[src/design/mrc_map.svh]
// Function
// - Act only as I2C slave at seven-bit address 0001101.
// - Serial bus runs in standard 100kHz and fast 400kHz modes.
// - Mode field of control register 09H selects operation; standby after reset.
// - Mode 01 measures continuously and stores each result arriving while unlocked in data registers.
// - Rate code 01 gives 50Hz; range code 01 gives plus or minus 8 gauss.
// - Oversampling field resets to 00; 10 selects 128, 11 selects 64.
// - Control value 0x1D selects oversampling 512, 8 gauss, 200Hz, continuous.
// - Compensated results reach the data registers by default without host action.
// - Temperature reading is shown in registers 07H and 08H.
// - Status bit 0 at 06H reads 1 while a new result set is ready.
// - Reading any of the six magnetic bytes clears ready and overrun.
// - Any data byte read blocks data updates until byte 05H is read.
// - Reads during a measurement return old results and never set ready.
// - Unread set is overwritten, ready stays, overrun set; reading 06H clears it.
// - Result ending while locked is discarded and sets overrun until 06H or a magnetic byte is read.
// - Ready pin signals each completed measurement unless bit 0 of 0AH is 1; a result discarded while locked does not raise it.
// - Standby does no measurement, halts timing, keeps registers, serves the bus.
// - Writing 0x80 to 0AH soft resets registers and returns to standby.
// - Ready pin idles low, rises with new data, stays high until read.
// - Each axis result is 16-bit two's complement, saturating at -32768 and 32767.
// - Multi-byte reads advance the register pointer after every byte.
// - With 0AH bit 6 set, reads started in 00H to 06H wrap after 06H.
`ifndef MRC_MAP_SVH
`define MRC_MAP_SVH

// Bus address
`define MRC_DEV_ADDR 7'h0D

// Register offsets
`define MRC_OFS_X_LOW 8'h00
`define MRC_OFS_Z_HIGH 8'h05
`define MRC_OFS_STATUS 8'h06
`define MRC_OFS_TEMP_LOW 8'h07
`define MRC_OFS_TEMP_HIGH 8'h08
`define MRC_OFS_CTRL 8'h09
`define MRC_OFS_RST_INT 8'h0A
`define MRC_OFS_SR_PERIOD 8'h0B

// Field positions
`define MRC_ST_READY_BIT 0
`define MRC_ST_CLIP_BIT 1
`define MRC_ST_OVERRUN_BIT 2
`define MRC_RI_INT_DIS_BIT 0
`define MRC_RI_ROLL_BIT 6
`define MRC_RI_SOFT_RST_BIT 7

// Codes and reset values
`define MRC_MODE_CONT 2'b01
`define MRC_CTRL_RST 8'h00
`define MRC_RST_INT_RST 8'h00
`define MRC_SR_PERIOD_RST 8'h00

// Output rate periods in microseconds per rate code, and clock rate
`define MRC_PERIOD_US_R0 100000
`define MRC_PERIOD_US_R1 20000
`define MRC_PERIOD_US_R2 10000
`define MRC_PERIOD_US_R3 5000
`define MRC_CLK_MHZ 100

`endif

[src/design/mrc_pkg.sv]
package mrc_pkg;

	// Raw width of the front end's compensated axis words
	localparam int RAW_W = 20;

	// Control register layout, bit 7 down to bit 0
	typedef struct packed {
		logic [1:0] oversample_ratio;
		logic [1:0] field_range;
		logic [1:0] output_rate;
		logic [1:0] mode;
	} mrc_ctrl_t;

	// One compensated result set from the front end
	typedef struct packed {
		logic signed [RAW_W-1:0] x;
		logic signed [RAW_W-1:0] y;
		logic signed [RAW_W-1:0] z;
		logic [15:0] temp;
	} mrc_sample_t;

	// Serial engine states, Gray coded along the usual path
	typedef enum logic [2:0] {
		MRC_IDLE = 3'b000,
		MRC_ADDR = 3'b001,
		MRC_ACK_ADDR = 3'b011,
		MRC_RX = 3'b010,
		MRC_ACK_RX = 3'b110,
		MRC_TX = 3'b111,
		MRC_ACK_TX = 3'b101
	} mrc_state_t;

endpackage

[src/design/mrc_rate_timer.sv]
`timescale 1ns/10ps
`include "mrc_map.svh"
module mrc_rate_timer #(
	parameter int unsigned PERIOD0 = `MRC_PERIOD_US_R0 * `MRC_CLK_MHZ,
	parameter int unsigned PERIOD1 = `MRC_PERIOD_US_R1 * `MRC_CLK_MHZ,
	parameter int unsigned PERIOD2 = `MRC_PERIOD_US_R2 * `MRC_CLK_MHZ,
	parameter int unsigned PERIOD3 = `MRC_PERIOD_US_R3 * `MRC_CLK_MHZ
) (
	// Clock and reset
	input wire logic core_clk,
	input wire logic rst_n,
	// Control
	input wire logic run,
	input wire logic [1:0] rate_sel,
	// Measurement start strobe
	output logic tick
);
	// Refuse periods the counter cannot hold
	if (PERIOD0 < 2 || PERIOD1 < 2 || PERIOD2 < 2 || PERIOD3 < 2 ||
		PERIOD0 >= 2**24 || PERIOD1 >= 2**24 || PERIOD2 >= 2**24 || PERIOD3 >= 2**24)
	begin : g_bad
		$error("mrc_rate_timer: period out of range");
	end

	logic [23:0] cnt;
	wire [23:0] last_sel = (rate_sel == 2'b00) ? 24'(PERIOD0 - 1) :
		(rate_sel == 2'b01) ? 24'(PERIOD1 - 1) :
		(rate_sel == 2'b10) ? 24'(PERIOD2 - 1) : 24'(PERIOD3 - 1);
	wire at_last = (cnt >= last_sel);

	// Interval counter; held cleared while halted
	always_ff @(posedge core_clk or negedge rst_n)
	begin
		if (!rst_n)
		begin
			cnt <= 24'h000000;
			tick <= 1'b0;
		end
		else
		begin
			cnt <= (!run || at_last) ? 24'h000000 : cnt + 24'h000001;
			tick <= run && at_last;
		end
	end
endmodule

[src/design/mrc_sat16.sv]
`timescale 1ns/10ps
module mrc_sat16 #(
	parameter int IN_W = 20
) (
	// Wide signed input
	input wire logic signed [IN_W-1:0] raw,
	// Saturated 16-bit result
	output logic [15:0] value,
	output logic clipped
);
	// Refuse inputs narrower than the result
	if (IN_W < 16)
	begin : g_bad
		$error("mrc_sat16: input narrower than 16 bits");
	end

	// Clamp to the 16-bit two's complement range
	wire hi = (raw > $signed(IN_W'(32767)));
	wire lo = (raw < -$signed(IN_W'(32768)));
	assign clipped = hi || lo;
	assign value = hi ? 16'h7FFF : (lo ? 16'h8000 : raw[15:0]);
endmodule

[src/design/mrc_top.sv]
`timescale 1ns/10ps
`include "mrc_map.svh"
module mrc_top #(
	parameter logic [6:0] DEV_ADDR = `MRC_DEV_ADDR,
	parameter int unsigned PERIOD0 = `MRC_PERIOD_US_R0 * `MRC_CLK_MHZ,
	parameter int unsigned PERIOD1 = `MRC_PERIOD_US_R1 * `MRC_CLK_MHZ,
	parameter int unsigned PERIOD2 = `MRC_PERIOD_US_R2 * `MRC_CLK_MHZ,
	parameter int unsigned PERIOD3 = `MRC_PERIOD_US_R3 * `MRC_CLK_MHZ
) (
	// Clock and reset
	input wire logic core_clk,
	input wire logic rst_n,
	// Serial bus pins, data is open drain
	input wire logic scl_in,
	input wire logic sda_in,
	output logic sda_out,
	output logic sda_oe,
	// Data-ready pin
	output logic result_ready_pin,
	// Front end control
	output logic afe_start,
	output mrc_pkg::mrc_ctrl_t afe_cfg,
	output logic [7:0] afe_sr_period,
	// Front end results
	input wire logic afe_valid,
	input wire mrc_pkg::mrc_sample_t afe_sample
);
	// Serial engine state
	mrc_pkg::mrc_state_t state;
	logic scl_q;
	logic sda_q;
	logic [3:0] cnt;
	logic [7:0] shreg;
	logic [7:0] txbyte;
	logic [7:0] ptr;
	logic rw;
	logic first;
	logic nack;
	logic roll_on;
	logic oe;

	// Register file
	mrc_pkg::mrc_ctrl_t ctrl;
	logic int_dis;
	logic roll_en;
	logic [7:0] sr_period;
	logic [15:0] mag_x;
	logic [15:0] mag_y;
	logic [15:0] mag_z;
	logic [15:0] temp;
	logic result_ready_flag;
	logic result_overrun_flag;
	logic clip_flag;
	logic lock;
	logic pin_q;
	logic timer_tick;

	// Bus line events; pins are synchronous, only previous levels kept
	wire scl_rise = scl_in && !scl_q;
	wire scl_fall = !scl_in && scl_q;
	wire bus_start = scl_in && scl_q && sda_q && !sda_in;
	wire bus_stop = scl_in && scl_q && !sda_q && sda_in;

	// Byte boundaries and address match
	wire byte_done = scl_fall && (cnt == 4'h8);
	wire addr_hit = (shreg[7:1] == DEV_ADDR);

	// Register access strobes
	wire wr_fire = byte_done && (state == mrc_pkg::MRC_RX) && !first;
	wire rd_fire = scl_fall && (((state == mrc_pkg::MRC_ACK_ADDR) && rw) ||
		((state == mrc_pkg::MRC_ACK_TX) && !nack));

	// Pointer advance with optional wrap inside the result block
	wire roll_now = (state == mrc_pkg::MRC_ACK_ADDR) ? (ptr <= `MRC_OFS_STATUS) : roll_on;
	wire wrap = roll_en && roll_now && (ptr == `MRC_OFS_STATUS);
	wire [7:0] next_ptr = wrap ? `MRC_OFS_X_LOW : ptr + 8'h01;

	// Register write decode
	wire wr_ctrl = wr_fire && (ptr == `MRC_OFS_CTRL);
	wire wr_ri = wr_fire && (ptr == `MRC_OFS_RST_INT);
	wire wr_sr = wr_fire && (ptr == `MRC_OFS_SR_PERIOD);
	wire soft_rst = wr_ri && shreg[`MRC_RI_SOFT_RST_BIT];

	// Read side effects
	wire data_acc = rd_fire && (ptr <= `MRC_OFS_Z_HIGH);
	wire zhi_acc = rd_fire && (ptr == `MRC_OFS_Z_HIGH);
	wire st_acc = rd_fire && (ptr == `MRC_OFS_STATUS);

	// Measurement completion, accepted only while measuring
	wire measuring = (ctrl.mode == `MRC_MODE_CONT);
	wire meas_done = afe_valid && measuring;
	wire update = meas_done && !lock;

	// Flag next values; a completion wins over a read in the same cycle
	wire next_ready = update || (result_ready_flag && !data_acc);
	wire next_overrun = (meas_done && (lock || result_ready_flag)) ||
		(result_overrun_flag && !data_acc && !st_acc);
	wire next_lock = (data_acc && !zhi_acc) || (lock && !zhi_acc);

	// Saturated axis words
	logic [15:0] sat_val [0:2];
	logic [2:0] sat_clip;
	wire signed [mrc_pkg::RAW_W-1:0] raw_axis [0:2];
	assign raw_axis[0] = afe_sample.x;
	assign raw_axis[1] = afe_sample.y;
	assign raw_axis[2] = afe_sample.z;

	// One saturator per axis
	for (genvar i = 0; i < 3; i++)
	begin : g_axis
		mrc_sat16 #(
			.IN_W(mrc_pkg::RAW_W)
		) u_sat (
			.raw(raw_axis[i]),
			.value(sat_val[i]),
			.clipped(sat_clip[i])
		);
	end

	// Status byte
	wire [7:0] status_byte = {5'h00, result_overrun_flag, clip_flag, result_ready_flag};

	// Read view of the map; unmapped offsets read zero
	logic [7:0] reg_view [0:15];
	assign reg_view[0] = mag_x[7:0];
	assign reg_view[1] = mag_x[15:8];
	assign reg_view[2] = mag_y[7:0];
	assign reg_view[3] = mag_y[15:8];
	assign reg_view[4] = mag_z[7:0];
	assign reg_view[5] = mag_z[15:8];
	assign reg_view[6] = status_byte;
	assign reg_view[7] = temp[7:0];
	assign reg_view[8] = temp[15:8];
	assign reg_view[9] = ctrl;
	assign reg_view[10] = {1'b0, roll_en, 5'h00, int_dis};
	assign reg_view[11] = sr_period;
	assign reg_view[12] = 8'h00;
	assign reg_view[13] = 8'h00;
	assign reg_view[14] = 8'h00;
	assign reg_view[15] = 8'h00;
	wire [7:0] rd_byte = (ptr[7:4] == 4'h0) ? reg_view[ptr[3:0]] : 8'h00;

	// Measurement interval timer, halted outside continuous mode
	mrc_rate_timer #(
		.PERIOD0(PERIOD0),
		.PERIOD1(PERIOD1),
		.PERIOD2(PERIOD2),
		.PERIOD3(PERIOD3)
	) u_timer (
		.core_clk(core_clk),
		.rst_n(rst_n),
		.run(measuring),
		.rate_sel(ctrl.output_rate),
		.tick(timer_tick)
	);

	// Front end configuration straight from the control fields; no start once standby is set
	assign afe_cfg = ctrl;
	assign afe_start = timer_tick && measuring;
	assign afe_sr_period = sr_period;

	// Open drain data line: only ever pulls low
	assign sda_out = 1'b0;
	assign sda_oe = oe;
	assign result_ready_pin = pin_q;

	// Previous line levels for edge and condition detection
	always_ff @(posedge core_clk or negedge rst_n)
	begin
		if (!rst_n)
		begin
			scl_q <= 1'b1;
			sda_q <= 1'b1;
		end
		else
		begin
			scl_q <= scl_in;
			sda_q <= sda_in;
		end
	end

	// Serial slave engine; works at any bit rate up to fast mode
	always_ff @(posedge core_clk or negedge rst_n)
	begin
		if (!rst_n)
		begin
			state <= mrc_pkg::MRC_IDLE;
			cnt <= 4'h0;
			shreg <= 8'h00;
			txbyte <= 8'h00;
			ptr <= 8'h00;
			rw <= 1'b0;
			first <= 1'b0;
			nack <= 1'b0;
			roll_on <= 1'b0;
			oe <= 1'b0;
		end
		else if (bus_start)
		begin
			state <= mrc_pkg::MRC_ADDR;
			cnt <= 4'h0;
			oe <= 1'b0;
		end
		else if (bus_stop)
		begin
			state <= mrc_pkg::MRC_IDLE;
			oe <= 1'b0;
		end
		else
		begin
			unique case (state)
				mrc_pkg::MRC_IDLE:
				begin
					oe <= 1'b0;
				end
				mrc_pkg::MRC_ADDR, mrc_pkg::MRC_RX:
				begin
					if (scl_rise)
					begin
						shreg <= {shreg[6:0], sda_in};
						cnt <= cnt + 4'h1;
					end
					else if (byte_done && state == mrc_pkg::MRC_ADDR)
					begin
						state <= addr_hit ? mrc_pkg::MRC_ACK_ADDR : mrc_pkg::MRC_IDLE;
						oe <= addr_hit;
						rw <= shreg[0];
					end
					else if (byte_done)
					begin
						state <= mrc_pkg::MRC_ACK_RX;
						oe <= 1'b1;
						ptr <= first ? shreg : ptr + 8'h01;
					end
				end
				mrc_pkg::MRC_ACK_ADDR:
				begin
					if (scl_fall && rw)
					begin
						state <= mrc_pkg::MRC_TX;
						txbyte <= rd_byte;
						oe <= !rd_byte[7];
						cnt <= 4'h0;
						roll_on <= roll_now;
						ptr <= next_ptr;
					end
					else if (scl_fall)
					begin
						state <= mrc_pkg::MRC_RX;
						oe <= 1'b0;
						cnt <= 4'h0;
						first <= 1'b1;
					end
				end
				mrc_pkg::MRC_ACK_RX:
				begin
					if (scl_fall)
					begin
						state <= mrc_pkg::MRC_RX;
						oe <= 1'b0;
						cnt <= 4'h0;
						first <= 1'b0;
					end
				end
				mrc_pkg::MRC_TX:
				begin
					if (scl_fall && cnt == 4'h7)
					begin
						state <= mrc_pkg::MRC_ACK_TX;
						oe <= 1'b0;
					end
					else if (scl_fall)
					begin
						oe <= !txbyte[6];
						txbyte <= {txbyte[6:0], 1'b0};
						cnt <= cnt + 4'h1;
					end
				end
				mrc_pkg::MRC_ACK_TX:
				begin
					if (scl_rise)
					begin
						nack <= sda_in;
					end
					else if (scl_fall && !nack)
					begin
						state <= mrc_pkg::MRC_TX;
						txbyte <= rd_byte;
						oe <= !rd_byte[7];
						cnt <= 4'h0;
						ptr <= next_ptr;
					end
					else if (scl_fall)
					begin
						state <= mrc_pkg::MRC_IDLE;
					end
				end
				default:
				begin
					state <= mrc_pkg::MRC_IDLE;
					oe <= 1'b0;
				end
			endcase
		end
	end

	// Writable control registers; soft reset restores all of them
	always_ff @(posedge core_clk or negedge rst_n)
	begin
		if (!rst_n)
		begin
			ctrl <= `MRC_CTRL_RST;
			int_dis <= 1'b0;
			roll_en <= 1'b0;
			sr_period <= `MRC_SR_PERIOD_RST;
		end
		else if (soft_rst)
		begin
			ctrl <= `MRC_CTRL_RST;
			int_dis <= 1'b0;
			roll_en <= 1'b0;
			sr_period <= `MRC_SR_PERIOD_RST;
		end
		else
		begin
			if (wr_ctrl)
				ctrl <= shreg;
			if (wr_ri)
				int_dis <= shreg[`MRC_RI_INT_DIS_BIT];
			if (wr_ri)
				roll_en <= shreg[`MRC_RI_ROLL_BIT];
			if (wr_sr)
				sr_period <= shreg;
		end
	end

	// Result registers, filled with compensated front end data
	always_ff @(posedge core_clk or negedge rst_n)
	begin
		if (!rst_n)
		begin
			mag_x <= 16'h0000;
			mag_y <= 16'h0000;
			mag_z <= 16'h0000;
			temp <= 16'h0000;
			clip_flag <= 1'b0;
		end
		else if (soft_rst)
		begin
			mag_x <= 16'h0000;
			mag_y <= 16'h0000;
			mag_z <= 16'h0000;
			temp <= 16'h0000;
			clip_flag <= 1'b0;
		end
		else if (update)
		begin
			mag_x <= sat_val[0];
			mag_y <= sat_val[1];
			mag_z <= sat_val[2];
			temp <= afe_sample.temp;
			clip_flag <= |sat_clip;
		end
	end

	// Ready, overrun and lock flags, and the data-ready pin
	always_ff @(posedge core_clk or negedge rst_n)
	begin
		if (!rst_n)
		begin
			result_ready_flag <= 1'b0;
			result_overrun_flag <= 1'b0;
			lock <= 1'b0;
			pin_q <= 1'b0;
		end
		else if (soft_rst)
		begin
			result_ready_flag <= 1'b0;
			result_overrun_flag <= 1'b0;
			lock <= 1'b0;
			pin_q <= 1'b0;
		end
		else
		begin
			result_ready_flag <= next_ready;
			result_overrun_flag <= next_overrun;
			lock <= next_lock;
			pin_q <= next_ready && !int_dis;
		end
	end
endmodule

[config.mk]
export PLATFORM = sky130hd
export DESIGN_NAME = mrc_top
export DESIGN_NICKNAME = d
export VERILOG_FILES = /design/src/design/mrc_pkg.sv /design/src/design/mrc_rate_timer.sv /design/src/design/mrc_sat16.sv /design/src/design/mrc_top.sv
export VERILOG_INCLUDE_DIRS = /design/src /design/src/design
export SDC_FILE = /design/constraint.sdc
export NUM_CORES = 1
export LEC_CHECK = 0
export ABC_CLOCK_PERIOD_IN_PS = 2770
export BUFFER_PORTS_ARGS = -buffer_cell sky130_fd_sc_hd__clkbuf_2
export CORE_MARGIN = 4
export CORE_UTILIZATION = 35
export CTS_CLUSTER_SIZE = 24
export DETAILED_ROUTE_END_ITERATION = 7
export GPL_TIMING_DRIVEN = 0
export PLACE_DENSITY = 0.6
export SLEW_MARGIN = 0
export SYNTH_ARGS = -nofsm -noshare
export SYNTH_HDL_FRONTEND = slang
export SYNTH_SLANG_ARGS = --single-unit
export TNS_END_PERCENT = 30
[constraint.sdc]
create_clock -name core_clk -period 2.77 [get_ports core_clk]
set_input_delay 0.277 -clock core_clk [delete_from_list [all_inputs] [get_ports core_clk]]
set_output_delay 0.277 -clock core_clk [all_outputs]
set_load 0.03 [all_outputs]
* Word level (Yosys, flattened, before mapping) *
Index checks and enable logic that the tools add are counted.

storage, ports and cells
  word-level logic and storage cells = 263
  register bits after elaboration = 149
  output and inout port bits = 20
  input port bits = 81

operators by class
  add/sub/neg operators = 3
  muxes and demuxes = 91
  magnitude comparators = 10
  eq/ne operators = 42
  bitwise logic cells = 4
  reductions and logical operators = 83

operator list
  cell                                                  count
  two-way mux 16 bit                                    14
  two-way mux 8 bit                                     15
  two-way mux 24 bit                                    3
  > comparator 20 x 16 -> 1 bit, second input constant  3
  < comparator 20 x 16 -> 1 bit, second input constant  3
  logical AND 1 bit                                     37
  two-way mux 4 bit                                     9
  two-way mux 7 bit                                     5
  two-way mux 3 bit                                     11
  binary-select mux 8 bit (select 4 bit)                1
  two-way mux 1 bit                                     25
  adder 24 x 1 -> 24 bit, second input constant         1
  equality test 8 x 4 -> 1 bit, second input constant   3
  greater-or-equal comparator 24 bit                    1
  one-hot mux 8 bit (3 select lines)                    1
  one-hot mux 7 bit (3 select lines)                    1
  two-way mux 20 bit                                    1
  != test 2 bit, second input constant                  10
  one-hot mux 4 bit (5 select lines)                    1
  one-hot mux 3 bit (6 select lines)                    1
  equality test 8 x 3 -> 1 bit, second input constant   2
  <= comparator 8 x 3 -> 1 bit, second input constant   2
  != test 3 bit, second input constant                  5
  logical NOT 1 bit                                     14
  37 further kinds                                      64

* Depth between registers and ports, before layout *
  word-level depth = 11
  gate-level depth with buffers = 10
  depth with buffers taken out = 8

* Modules after synthesis *
Synthesis repeated with hierarchy kept, for this count alone.

unflattened totals
  cell total of the unflattened synthesis = 1086
  area, all modules = 9810.7 sq um

by module, submodules not included
  module          cells an instance  area each (sq um)  instances  seq. area each (sq um)
  mrc_top         728                6697.7             1          3105.5
  mrc_rate_timer  166                1592.8             1          625.6
  mrc_sat16       64                 506.7              3          0.0

* Worst setup path before layout *
OpenSTA, ideal clock, no wires.

  path kind = reg-to-reg
  start = register ctrl (netlist bit afe_cfg[3])
  end = register u_timer.cnt[20]
  path buffers = 2
  stages on the path, launching flop included = 10
  arrival = 2.376 ns
  required time = 2.651 ns
  setup slack = 0.275 ns
  path through = dfrtp_1 > buf_2 > or2_2 > ha_1 > o21ai_0 > nor3_1 > a2111oi_4 > o221ai_2 > buf_6 > nor2_1

between the ends
  word-level cells in the longest chain between the ends = 7

RTL lines
  item                                  line                  RTL
  start: declaration                    mrc_top.sv:43         mrc_pkg::mrc_ctrl_t ctrl;
  start signal: assignment              mrc_top.sv:312        ctrl <= `MRC_CTRL_RST;
  start signal: assignment              mrc_top.sv:319        ctrl <= `MRC_CTRL_RST;
  start signal: assignment              mrc_top.sv:327        ctrl <= shreg;
  equality test 2 bit                   mrc_rate_timer.sv:28  (rate_sel == 2'b10) ? 24'(PERIOD2 - 1) : 24'(PERIOD3 - 1);
  two-way mux 20 bit                    mrc_rate_timer.sv:28
  two-way mux 24 bit                    mrc_rate_timer.sv:27  (rate_sel == 2'b01) ? 24'(PERIOD1 - 1) :
  two-way mux 24 bit *                  mrc_rate_timer.sv:26  wire [23:0] last_sel = (rate_sel == 2'b00) ? 24'(PERIOD0 - 1) :
  greater-or-equal comparator 24 bit *  mrc_rate_timer.sv:29  wire at_last = (cnt >= last_sel);
  logical OR 1 bit *                    mrc_rate_timer.sv:41  cnt <= (!run || at_last) ? 24'h000000 : cnt + 24'h000001;
  two-way mux 24 bit *                  mrc_rate_timer.sv:41
  end signal: assignment                mrc_rate_timer.sv:41
  end: declaration                      mrc_rate_timer.sv:25  logic [23:0] cnt;

Every way passes the cells marked *; elsewhere a longest branch is shown, timed or not.
A chain may end at the register's enable or synchronous reset.

* Worst setup path in the final report *
  start = register ctrl (netlist bit afe_cfg[3])
  end = register u_timer.cnt[15]

Same word-level chain as after synthesis.

==> flow_summary_export.csv <==
group,metric,value,unit
logic_synthesis,postSynthAreaPerCell,9.60,µm²
timing,report.final.slew_viol_count,0,
timing,finClkSkew,0.0131,ns
timing,rsz0062_at_grt,"false",
timing,setup_tns,0,ns
routing,post_drt_wl_per_cell,18.6,µm
global_routing,grt_max_degree,92,
cts,tritoncts,"done",
floorplanning,die_area,27000,µm²
logic_synthesis,syn-num-nets,989,
pwr,combPwrFrac,0.108,
hold_path,hold_path.class,"input port to flop",
logic_synthesis,ys_async_sr_fraction,1.00,
global_routing,grt_use_total,0.190,
global_routing,antenna_found_initial,0,
pwr,clockPowerShare,0.434,
placement,portBuffers,99,
logic_synthesis,synth_seq_cells,149,
placement,hpwl,18.7,mm
critical_path,path_max_fanout,10,
cells_and_area,n_antenna_cell,0,
floorplanning,core_region_area,23800,µm²
logic_synthesis,synth.distinct_cells,78,
cells_and_area,final_nets,1117,
placement,routabilityCongestion,0.883,
run,maxCapViolations,0,
cells_and_area,fin_area,10100,µm²
routing,drtIter0Drc,469,
pwr,p_int,3.74,mW
pwr,sw_frac_of_total,0.294,
routing,drc,0,
pwr,seqPwrFrac,0.458,
floorplanning,initial_core_util,0.360,
cts,cts_made_buffers,17,
global_routing,grt_pass1_vias,7153,
global_routing,grt_first_pass_wirelength,40.2,mm
critical_path,cp-start-kind,"flop",
logic_synthesis,yosysSeqAreaShare,0.436,
cts,cts_sinks,149,
timing,finalCriticalPeriod,2.64,ns
logic_synthesis,synth_cells,891,
global_routing,grt_overflow,0,
critical_path,crit_type,"flop to flop",
floorplanning,die_h,164,µm
routing,drt_first_pass_iters,5,
cts,clock_latency,0.43,ns
floorplanning,ioPinCount,101,
pwr,power_density,522,nW/µm²
timing,setup_viol,0,
floorplanning,row_count,56,
logic_synthesis,yosysWarningCount,0,
timing,fmax,0.379,GHz
cts,htree_levels,4,
cts,cts_root_buffer,"clkbuf_16",
pwr,ir_drop,350,µV
routing,vias,7340,
logic_synthesis,synthesis.area,8550,µm²
pwr,power.leakage,4.81,nW
floorplanning,die_width,164,µm
logic_synthesis,synth_ff_type,"dfrtp_1",
pwr,p_total,5.30,mW
logic_synthesis,synth_edf_count,0,
placement,dpl_cell_area,9480,µm²
critical_path,critPathArrivalTime,3.00,ns
timing,relSlewSlack,0.452,
critical_path,critPathCaptureType,"flop",
pwr,switchingPower,1.56,mW
timing,fin_crit_sh,0.952,
status,outcome,"finished clean",
cts,clockBufferDepth,2,
routing,wirelength,25.2,mm
routing,routed_via_density,5.43,
cts,clk_pin_slew_worst_paths,0.08,ns
timing,worstMarginPinSlew,0.818,ns
cells_and_area,drive_gt1_frac,0.217,
routing,ant_nets,0,
timing,final_hold_viol_count,0,
critical_path,worstPathRequired,3.14,ns
cells_and_area,areaGrowthSynthToFinish,18.7,%
==> final cells by class <==
class | count | area, µm²
fill | 2344 | 13600
multi-input combinational | 661 | 4430
sequential | 149 | 3730
timing repair buffer | 109 | 599
clock buffer | 17 | 425
tap | 319 | 399
buffer | 59 | 328
clock inverter | 15 | 154
inverter | 22 | 82.6
==> cell usage in the layout (no fill, tap or decap), types with 10 or more instances in the layout <==
cell type / n
buf_2: 20
o21ai_0: 21
nand3_1: 18
mux4_2: 13
xor2_1: 16
nand2_1: 93
clkbuf_16: 17
ha_1: 17
a21oi_1: 62
and3_1: 11
o2bb2ai_1: 10
inv_1: 22
a2bb2oi_1: 30
dfrtp_1: 146
mux2i_1: 26
mux2_2: 15
nor2_1: 135
clkbuf_2: 99
clkbuf_1: 27
o211ai_1: 17
==> synth_stat cells, types with 7 or more instances <==
| cell | instances | share of area |
|---|---|---|
| nand4_1 | 7 | 0.0051 |
| o211ai_1 | 17 | 0.015 |
| ha_1 | 17 | 0.025 |
| a2bb2oi_1 | 30 | 0.031 |
| clkbuf_1 | 27 | 0.012 |
| nor2b_1 | 7 | 0.0051 |
| nand2_1 | 94 | 0.041 |
| a21oi_1 | 62 | 0.036 |
| a31oi_1 | 7 | 0.0051 |
| mux2i_1 | 26 | 0.030 |
| buf_6 | 9 | 0.012 |
| and4_1 | 7 | 0.0072 |
| nand3_1 | 18 | 0.011 |
| inv_1 | 22 | 0.0097 |
| a221oi_1 | 9 | 0.0092 |
| xor2_1 | 16 | 0.016 |
| dfrtp_1 | 147 | 0.43 |
| nand2b_1 | 8 | 0.0059 |
| nor3_1 | 8 | 0.0047 |
| nor2_1 | 135 | 0.059 |
| o21ai_0 | 21 | 0.012 |
| xnor2_1 | 9 | 0.0092 |
| mux4_2 | 13 | 0.034 |
| mux2_2 | 15 | 0.020 |
| nor4_1 | 8 | 0.0059 |
| o2bb2ai_1 | 10 | 0.010 |
| and3_1 | 11 | 0.0080 |
| buf_2 | 19 | 0.011 |
==> routing by layer <==
| metal | part of all wire | GRT usage |
|---|---|---|
| met2 | 0.46 | 0.293 |
| met1 | 0.46 | 0.267 |
| met4 | 0.025 | 0.0637 |
| met5 | 0 | 0 |
| met3 | 0.054 | 0.0369 |
==> sequential cells by signal, summed over array words and instances (netlist names), 3 cells and up <==
| register | count |
|---|---|
| afe_cfg | 8 |
| afe_sr_period | 8 |
| cnt | 4 |
| mag_x | 16 |
| mag_y | 16 |
| mag_z | 16 |
| ptr | 8 |
| shreg | 8 |
| state | 3 |
| temp | 16 |
| txbyte | 7 |
| u_timer.cnt | 24 |
==> power groups by stage <==
stage          clock network, mW  registers, mW  logic (mW)
2_1_floorplan                  0           2.41       0.368
5_1_grt                     2.43           2.45       0.645
6_report                    2.30           2.43       0.575
3_3_place_gp                   0           2.47       0.562
4_1_cts                     2.34           2.43       0.577
3_5_place_dp                   0           2.47       0.573
==> final timing paths <==
check / to / slack [ns] / from / cells past startpoint
hold reg to reg: u_timer.cnt[0] / 0.50 / u_timer.cnt[0] / 1
max in group asynchronous: sda_q / 1.52 / rst_n / 3
hold / removal: sda_q / 0.02 / sda_in / 1
min in group asynchronous: u_timer.cnt[2] / 0.41 / rst_n / 2
setup reg to reg: u_timer.cnt[15] / 0.13 / afe_cfg[3] / 10
setup / recovery: u_timer.cnt[15] / 0.13 / afe_cfg[3] / 10
==> worst max-delay path, stage by stage (launching register included) <==
cell	delay [ns]
dfrtp_2	0.46
buf_4	0.21
nand2_2	0.10
inv_1	0.08
ha_1	0.19
maj3_2	0.30
a211o_1	0.26
a2111oi_4	0.43
o221ai_4	0.21
buf_2	0.24
nor2_1	0.10
==> stage by stage <==
stage,worst slack (ns),cells,hold WS (ns),util
after floorplan,0.275,891,-0.0186,-
after global placement,-1.39,1309,0.402,0.398
after detailed placement,0.0176,1310,0.300,0.399
after CTS,0.00380,1344,0.00303,0.425
after global routing,0.0260,1351,0.0164,0.427
final,0.134,1351,0.0164,0.427
==> logic make-up (layout without fill, tap and decap cells) <==
kind of cell | count (synthesis) | after routing | share of synthesized area
AND/OR/NAND/NOR | 342 | 342 | 0.193
adder cells (fa/ha/maj) | 19 | 19 | 0.0274
buffers and inverters | 81 | 222 | 0.0475
flip-flops | 149 | 149 | 0.436
AO/OA/AOI/OAI | 220 | 220 | 0.185
multiplexers | 54 | 54 | 0.0844
XOR/XNOR | 25 | 25 | 0.0256
other | 1 | 1 | 0.000438
==> repair_timing <==
item / 4_1_cts / 5_1_grt
buffers inserted: 0 / 5
hold buffers: 2 / 0
resized for setup: 0 / 6
endpoints found under the setup margin: 0 / 25
endpoints found under the hold margin: 59 / 0
Power figures use the tool's default switching activity.
